### src/shared/mcs_pkg.sv
// Constants and types for the motion controller serial host port.
// Assumes a single system clock; timing counts are in system clock cycles, frame counts in bits.
package mcs_pkg;

   // ------------------------------------------------------------
   // Frame layout
   // ------------------------------------------------------------
   localparam int FRAME_W = 32;
   localparam int DATA_W = 24;
   localparam int STAT_W = 8;
   localparam int ADDR_W = 6;
   localparam int CNT_W = 6;
   localparam int RRS_BIT = 31;
   localparam int ADDR_HI = 30;
   localparam int ADDR_LO = 25;
   localparam int RW_BIT = 24;
   localparam logic [CNT_W-1:0] FRAME_BITS = 6'h20;
   localparam logic [CNT_W-1:0] CNT_ZERO = 6'h00;
   localparam logic [CNT_W-1:0] CNT_ONE = 6'h01;

   // ------------------------------------------------------------
   // Access type and reset values
   // ------------------------------------------------------------
   localparam logic ACC_READ = 1'b1;
   localparam logic ACC_WRITE = 1'b0;
   localparam logic SEL_REG = 1'b0;
   localparam int PRESC_W = 4;
   localparam logic [PRESC_W-1:0] PRESC_RST = 4'hf;
   localparam logic [ADDR_W-1:0] PRESC_ADDR = 6'h3e;
   localparam logic [FRAME_W-1:0] FRAME_RST = 32'h0000_0000;
   localparam logic [DATA_W-1:0] DATA_RST = 24'h00_0000;
   localparam logic [ADDR_W-1:0] ADDR_RST = 6'h00;

   // ------------------------------------------------------------
   // Timing
   // ------------------------------------------------------------
   localparam int POR_W = 5;
   localparam logic [POR_W-1:0] POR_CYC = 5'h10;
   localparam logic [POR_W-1:0] POR_ZERO = 5'h00;
   localparam logic [POR_W-1:0] POR_ONE = 5'h01;
   localparam int SYNC_N = 3;

   typedef enum logic [1:0] {ST_IDLE, ST_FRAME, ST_COMMIT} mcs_state_t;

endpackage

### src/shared/mcs_pins_if.sv
// Cleaned host pin levels passed from the pin synchroniser to the port.
// Assumes both ends run on clk_sys.
`timescale 1ns/1ps
`default_nettype none
interface mcs_pins_if;
   logic sel_n;
   logic sclk;
   logic sdi;
   modport sync (output sel_n, output sclk, output sdi);
   modport port (input sel_n, input sclk, input sdi);
endinterface
`default_nettype wire

### src/hdl/mcs_host_port.sv
// Serial host port: four-wire slave exchanging fixed 32-bit frames.
// Assumes read data and status are supplied by the controller core on
// clk_sys; host pins are asynchronous and are synchronised here.
// Pin levels land about four cycles late through the filter; the host
// timing minimums are what keep edges and data bits in order.
// Frames of other than 32 bits raise frame_error and commit nothing.
`timescale 1ns/1ps
`default_nettype none
module mcs_host_port
   import mcs_pkg::*;
(
   input wire logic clk_sys,
   input wire logic srst,
   input wire logic host_select_n,
   input wire logic host_sclk,
   input wire logic host_sdi,
   output logic shared_out_irq_pin,
   input wire logic irq_status_low,
   input wire logic [DATA_W-1:0] rd_data,
   input wire logic [STAT_W-1:0] status_bits,
   output logic por_busy,
   output logic frame_valid,
   output logic [FRAME_W-1:0] frame_data,
   output logic frame_ram_sel,
   output logic [ADDR_W-1:0] frame_addr,
   output logic frame_read,
   output logic [DATA_W-1:0] frame_wdata,
   output logic wr_strobe,
   output logic rd_strobe,
   output logic frame_error,
   output logic [PRESC_W-1:0] step_clock_prescaler
);

   // ------------------------------------------------------------
   // Reset and pin conditioning
   // ------------------------------------------------------------
   logic rst;
   mcs_pins_if pins ();

   mcs_por u_por (
      .clk_sys(clk_sys),
      .srst(srst),
      .por_active(rst)
   );

   mcs_pin_sync u_sync (
      .clk_sys(clk_sys),
      .rst(rst),
      .pin_raw({host_sdi, host_sclk, host_select_n}),
      .pins(pins)
   );

   assign por_busy = rst;

   // ------------------------------------------------------------
   // Edge detection on cleaned levels
   // ------------------------------------------------------------
   logic sel_d_r, sclk_d_r;
   logic sel_d_nxt, sclk_d_nxt;
   logic sel_fall, sel_rise, sclk_rise, sclk_fall;

   always_comb begin
      sel_d_nxt = pins.sel_n;
      sclk_d_nxt = pins.sclk;
   end

   // Idle level high, so reset leaves no false edge behind
   always_ff @(posedge clk_sys) begin
      if (rst) begin
         sel_d_r <= 1'b1;
         sclk_d_r <= 1'b1;
      end else begin
         sel_d_r <= sel_d_nxt;
         sclk_d_r <= sclk_d_nxt;
      end
   end

   assign sel_fall = sel_d_r && !pins.sel_n;
   assign sel_rise = !sel_d_r && pins.sel_n;
   // Select edges stay ungated; the sequencer decides what a rise means
   // clock edges gated by select
   assign sclk_rise = !sclk_d_r && pins.sclk && !pins.sel_n;
   assign sclk_fall = sclk_d_r && !pins.sclk && !pins.sel_n;

   // ------------------------------------------------------------
   // Frame sequencer, receive and transmit shifters
   // ------------------------------------------------------------
   mcs_state_t state_r, state_nxt;
   logic [FRAME_W-1:0] rx_r, rx_nxt;
   logic [FRAME_W-1:0] tx_r, tx_nxt;
   logic [CNT_W-1:0] cnt_r, cnt_nxt;
   logic ovf_r, ovf_nxt;

   always_comb begin
      state_nxt = state_r;
      rx_nxt = rx_r;
      tx_nxt = tx_r;
      cnt_nxt = cnt_r;
      ovf_nxt = ovf_r;
      case (state_r)
         ST_IDLE: begin
            if (sel_fall) begin
               // Word answers the previous request; core has it ready
               // status high, data low
               tx_nxt = {status_bits, rd_data};
               cnt_nxt = CNT_ZERO;
               ovf_nxt = 1'b0;
               state_nxt = ST_FRAME;
            end
         end
         ST_FRAME: begin
            if (sel_rise) begin
               state_nxt = ST_COMMIT;
            end else begin
               if (sclk_rise) begin
                  rx_nxt = {rx_r[FRAME_W-2:0], pins.sdi};
                  // Extra edges mark the frame too long, never wrap
                  if (cnt_r == FRAME_BITS) begin
                     ovf_nxt = 1'b1;
                  end else begin
                     cnt_nxt = cnt_r + CNT_ONE;
                  end
               end
               // First fall precedes bit 31; shifting then would lose it
               if (sclk_fall && (cnt_r != CNT_ZERO)) begin
                  tx_nxt = {tx_r[FRAME_W-2:0], 1'b0};
               end
            end
         end
         ST_COMMIT: begin
            // One cycle for buffer and strobes to take the word
            state_nxt = ST_IDLE;
         end
         default: begin
            state_nxt = ST_IDLE;
         end
      endcase
   end

   always_ff @(posedge clk_sys) begin
      if (rst) begin
         state_r <= ST_IDLE;
         rx_r <= FRAME_RST;
         tx_r <= FRAME_RST;
         cnt_r <= CNT_ZERO;
         ovf_r <= 1'b0;
      end else begin
         state_r <= state_nxt;
         rx_r <= rx_nxt;
         tx_r <= tx_nxt;
         cnt_r <= cnt_nxt;
         ovf_r <= ovf_nxt;
      end
   end

   // ------------------------------------------------------------
   // Holding buffer and decode
   // ------------------------------------------------------------
   logic [FRAME_W-1:0] buf_r, buf_nxt;
   logic val_r, val_nxt;
   logic err_r, err_nxt;
   logic wr_r, wr_nxt;
   logic rd_r, rd_nxt;
   logic count_ok;
   logic good_frame;

   // Short or long frames are dropped so a partial write never lands
   assign count_ok = (cnt_r == FRAME_BITS) && !ovf_r;
   assign good_frame = (state_r == ST_COMMIT) && count_ok;

   always_comb begin
      buf_nxt = buf_r;
      val_nxt = 1'b0;
      err_nxt = 1'b0;
      wr_nxt = 1'b0;
      rd_nxt = 1'b0;
      if (good_frame) begin
         buf_nxt = rx_r;
         val_nxt = 1'b1;
         if (rx_r[RW_BIT] == ACC_READ) begin
            rd_nxt = 1'b1;
         end else begin
            wr_nxt = 1'b1;
         end
      end else if (state_r == ST_COMMIT) begin
         err_nxt = 1'b1;
      end
   end

   always_ff @(posedge clk_sys) begin
      if (rst) begin
         buf_r <= FRAME_RST;
         val_r <= 1'b0;
         err_r <= 1'b0;
         wr_r <= 1'b0;
         rd_r <= 1'b0;
      end else begin
         buf_r <= buf_nxt;
         val_r <= val_nxt;
         err_r <= err_nxt;
         wr_r <= wr_nxt;
         rd_r <= rd_nxt;
      end
   end

   assign frame_valid = val_r;
   assign frame_error = err_r;
   assign wr_strobe = wr_r;
   assign rd_strobe = rd_r;

   // ------------------------------------------------------------
   // Field decode of the holding buffer
   // ------------------------------------------------------------
   assign frame_data = buf_r;
   assign frame_ram_sel = buf_r[RRS_BIT];
   assign frame_addr = buf_r[ADDR_HI:ADDR_LO];
   assign frame_read = buf_r[RW_BIT];
   assign frame_wdata = buf_r[DATA_W-1:0];

   // ------------------------------------------------------------
   // Step clock prescaler
   // ------------------------------------------------------------
   logic [PRESC_W-1:0] presc_r, presc_nxt;

   always_comb begin
      presc_nxt = presc_r;
      // Register writes to its address only; RAM writes pass by
      if (wr_r && (buf_r[RRS_BIT] == SEL_REG)
          && (buf_r[ADDR_HI:ADDR_LO] == PRESC_ADDR)) begin
         presc_nxt = buf_r[PRESC_W-1:0];
      end
   end

   always_ff @(posedge clk_sys) begin
      if (rst) begin
         presc_r <= PRESC_RST;
      end else begin
         presc_r <= presc_nxt;
      end
   end

   assign step_clock_prescaler = presc_r;

   // ------------------------------------------------------------
   // Shared output pin
   // ------------------------------------------------------------
   // Registered so data changes one cycle after the shift, keeping the
   // output bit behind the four-cycle floor after the clock falls
   logic pin_r, pin_nxt;

   always_comb begin
      if (pins.sel_n) begin
         pin_nxt = irq_status_low;
      end else if (state_r == ST_FRAME) begin
         pin_nxt = tx_r[FRAME_W-1];
      end else begin
         // Hold until the new word is loaded, never a stale bit
         pin_nxt = pin_r;
      end
   end

   always_ff @(posedge clk_sys) begin
      if (rst) begin
         // High reads as no interrupt pending
         pin_r <= 1'b1;
      end else begin
         pin_r <= pin_nxt;
      end
   end

   assign shared_out_irq_pin = pin_r;

endmodule
`default_nettype wire

### src/hdl/mcs_pin_sync.sv
// Three-stage synchroniser for the host select, clock and data pins.
// Assumes the pins are asynchronous to clk_sys.
`timescale 1ns/1ps
`default_nettype none
module mcs_pin_sync
   import mcs_pkg::*;
(
   input wire logic clk_sys,
   input wire logic rst,
   input wire logic [2:0] pin_raw,
   mcs_pins_if.sync pins
);
   logic [2:0] s1_r, s2_r, s3_r, cln_r;
   logic [2:0] s1_nxt, s2_nxt, s3_nxt, cln_nxt;

   // ------------------------------------------------------------
   // Agreement filter
   // ------------------------------------------------------------
   // Idle level high on all lines; no spurious edge after reset
   always_comb begin
      s1_nxt = pin_raw;
      s2_nxt = s1_r;
      s3_nxt = s2_r;
      cln_nxt = cln_r;
      for (int i = 0; i < 3; i++) begin
         if (s2_r[i] == s3_r[i]) begin
            cln_nxt[i] = s3_r[i];
         end
      end
   end

   always_ff @(posedge clk_sys) begin
      if (rst) begin
         s1_r <= 3'h7;
         s2_r <= 3'h7;
         s3_r <= 3'h7;
         cln_r <= 3'h7;
      end else begin
         s1_r <= s1_nxt;
         s2_r <= s2_nxt;
         s3_r <= s3_nxt;
         cln_r <= cln_nxt;
      end
   end

   assign pins.sel_n = cln_r[0];
   assign pins.sclk = cln_r[1];
   assign pins.sdi = cln_r[2];
endmodule
`default_nettype wire

### src/hdl/mcs_por.sv
// Internal power-on reset stretcher.
// Assumes srst comes from the supply monitor, not from a user pin.
`timescale 1ns/1ps
`default_nettype none
module mcs_por
   import mcs_pkg::*;
(
   input wire logic clk_sys,
   input wire logic srst,
   output logic por_active
);
   logic [POR_W-1:0] cnt_r, cnt_nxt;

   // ------------------------------------------------------------
   // Hold-off counter
   // ------------------------------------------------------------
   // Keeps logic in reset a while so the clock can settle
   always_comb begin
      cnt_nxt = cnt_r;
      if (cnt_r != POR_ZERO) begin
         cnt_nxt = cnt_r - POR_ONE;
      end
   end

   always_ff @(posedge clk_sys) begin
      if (srst) begin
         cnt_r <= POR_CYC;
      end else begin
         cnt_r <= cnt_nxt;
      end
   end

   assign por_active = srst || (cnt_r != POR_ZERO);
endmodule
`default_nettype wire

### config.mk
export PLATFORM = sky130hd
export DESIGN_NAME = mcs_host_port
export DESIGN_NICKNAME = d
export VERILOG_FILES = /design/src/shared/mcs_pkg.sv /design/src/shared/mcs_pins_if.sv /design/src/hdl/mcs_host_port.sv /design/src/hdl/mcs_pin_sync.sv /design/src/hdl/mcs_por.sv
export SDC_FILE = /design/constraint.sdc
export NUM_CORES = 1
export LEC_CHECK = 0
export BUFFER_PORTS_ARGS = -buffer_cell sky130_fd_sc_hd__buf_2
export CELL_PAD_IN_SITES_DETAIL_PLACEMENT = 0
export CELL_PAD_IN_SITES_GLOBAL_PLACEMENT = 2
export CORE_UTILIZATION = 30
export DETAILED_ROUTE_END_ITERATION = 7
export PLACE_DENSITY = 0.71
export REMOVE_ABC_BUFFERS = 1
export SETUP_SLACK_MARGIN = 0.3
export SLEW_MARGIN = 10
export SYNTH_ARGS = -nofsm -noshare
export SYNTH_HDL_FRONTEND = slang
export SYNTH_SLANG_ARGS = --single-unit
### constraint.sdc
create_clock -name clk_sys -period 2.85 [get_ports clk_sys]
set_input_delay 0 -clock clk_sys [delete_from_list [all_inputs] [get_ports clk_sys]]
set_output_delay 0 -clock clk_sys [all_outputs]
set_load 0.01 [all_outputs]
==> impl_metrics.ini <==
[timing]
relSlewSlack_pct = 25.76
clock.fmax_mhz = 443.4
fin_worst_skew_ps = 8.440
finalCritPeriodShare_pct = 79.13
whs_ps = 16.38
period_minus_slack_ps = 2255
drv_slew = 0
setup_viol = 0
hold_viol_final = 0
tightest_slew_ps = 1114
rsz0062_at_grt = false

[cts]
htree_levels = 4
clk_pin_slew_worst_paths_ps = 60
clkLatencyLatePin_ps = 420
post_cts_buffers = 0
cts_root_buf = clkbuf_16
clockBufferDepth = 2
cts_buffers = 17
cts_sinks = 133
cts_tree = yes

[setup_path]
required_ps = 3220
crit_path_end_kind = register
max_stage_delay_ps = 560
worstPathMaxFanout = 50
path_cells = inv_1, ha_1, or4b_1, nor2_8, inv_4, nor2_4, buf_4, a22o_1
crit_buf_inv = 3
crit_family = simple AND/OR/NAND/NOR gates
path_class = reg2reg
reg2reg_depth = 8
cp.arrival_ps = 2620
worst_setup_path_start_kind = register
critPathLaunch = u_por.cnt_r[0]
r2r_end = frame_data[30]
slowest_stage = or4b_1
rrSetupSlack_ps = 590
r2r-start = u_por.cnt_r[0]

[power_and_ir_drop]
p_per_area_nw_per_um2 = 671.4
p_leak_nw = 2.872
vdd_drop_max_v = 0.0004394

[synthesis]
yosysTopAreaCell = dfxtp_1
yosys_warnings = 0
syn_area_per_cell_um2 = 9.786
synthFlopType = dfxtp_1
syn_area_um2 = 5431
synth.area.top_cells = dfxtp_1 (49%), mux2i_1 (6.8%), nand2_1 (5.3%)
synth_edf_count = 0
synth.distinct_cells = 47
ys_seq_area_share_pct = 49.02
ys_ff_latch = 133
synth_cells = 555
async_flop_share_pct = 0
yosys.area.top_type_share_pct = 49.02

[cells_and_area]
final_cell_mix = dfxtp_1 (133), buf_2 (111), nand2_1 (76)
final_common_cell = dfxtp_1
final_util_pct = 39.28
syn_to_final_growth_pct = 26.38
n_fill_cell = 1765
antenna_cells = 0
final_nets = 692
area.sequential_um2 = 2663
layout-drive-gt1-share_pct = 24.55
multi_input_area_um2 = 2256

[outcome]
outcome = finished clean

[min_path]
hold_path_depth = 2
holdPathEnd = u_por.cnt_r[1]
min_from = srst
hold_path_class = in2reg

[run]
drv_cap = 0

[floorplan]
dieArea_um2 = 18650
core_um2 = 17480
rows = 48
pin_count = 112
die_h_um = 136.6
die_w_um = 136.6
start_util_pct = 31.08

[drt]
wl_mm = 12.95
vias = 4405
ant_nets = 0
drtIter0Drc = 177
first_pass_iters = 7
viasPerCell = 4.955
wl_per_cell_um = 14.56
drcViolationCount = 0

[grt]
grt_pass1_vias = 4179
gr-total-overflow = 0
grt_pass1_wl_mm = 20.97
grt_max_degree = 51
grt_use_total_pct = 14.60
antenna_found_initial = 0

[placement]
gp_congestion = 0.7163
io_buffers = 111
dpl.hpwl_mm = 7.866
[routing by layer]
metal	wire, µm	global-route usage, %
met2	6000	23.15
met3	646	4.000
met4	147	5.741
met1	6154	18.72
met5	0	0
[per-stage QoR]
| step | total power [W] | area (µm²) | instances | TNS, ps | worst slack, ps |
|---|---|---|---|---|---|
| final | 0.004609 | 6864 | 889 | 0 | 594.8 |
| after global routing | 0.004796 | 6864 | 889 | 0 | 368.1 |
| after CTS | 0.004670 | 6864 | 889 | 0 | 558.2 |
| after detailed placement | 0.002240 | 5867 | 821 | 0 | 576.0 |
| after global placement | 0.002234 | 5867 | 821 | 0 | 615.9 |
| after floorplan | 0.002127 | 4933 | 474 | -27500 | -859.5 |
[timing repair]
| action | in CTS | in global routing |
|---|---|---|
| endpoints found under the setup margin | 0 | 0 |
| endpoints found under the hold margin | 36 | 0 |
| hold buffers | 36 | 0 |
| resized for setup | 0 | 0 |
[logic make-up (layout without fill, tap and decap cells)]
kind of cell / after synthesis / count (layout) / share of synthesized area (%)
compound gates: 154 / 154 / 20.71
xor+xnor: 2 / 2 / 0.3226
fa+ha+maj: 3 / 3 / 0.6912
buf+inv: 88 / 197 / 9.698
flops: 133 / 133 / 49.02
mux: 38 / 38 / 7.026
simple gates: 137 / 137 / 12.53
[layout make-up]
type	count	area share (%)
sequential	133	38.79
multi-input combinational	334	32.87
timing repair buffer	158	14.55
clock buffer	20	6.362
tap	225	4.101
clock inverter	12	2.917
inverter	7	0.4192
[report_power, final]
group	switching (W)	total, W	internal, W
logic	0.000180	0.000312	0.000131
registers	0.0000289	0.00192	0.00189
clock network	0.000821	0.00238	0.00155
total	0.00103	0.00461	0.00358
[flip-flops by register name (all words and copies together) (netlist names), 2 cells and up]
name and cells:
cnt_r 6, step_clock_prescaler 4, frame_data 32, u_sync.s1_r 3, u_sync.s3_r 3, tx_r 32, state_r 2, rx_r 32
u_por.cnt_r 5, u_sync.s2_r 3, u_sync.cln_r 3
[cell usage after synthesis (3+ instances only)]
cell      number
nand3_1        6
a21oi_1       38
and2_1         4
nor3_1         7
clkbuf_1      28
a211oi_1       4
o21ai_0        8
or3_1         13
buf_6          6
dfxtp_1      133
o311ai_0      30
mux2i_1       37
buf_4         36
nand2_1       76
ha_1           3
nor2_1        11
buf_2         11
inv_1          6
a22o_1        32
o31ai_1       31
[worst max-delay path by stage]
stage	to	slack, ps	cells past startpoint
final	frame_data[30]	590	8
after global routing	frame_data[28]	370	8
after CTS	frame_data[11]	560	8
after detailed placement	frame_data[11]	580	8
after global placement	frame_data[13]	620	8
after floorplan	rx_r[0]	-860	4
No activity file was read; power rests on OpenSTA's default activity.
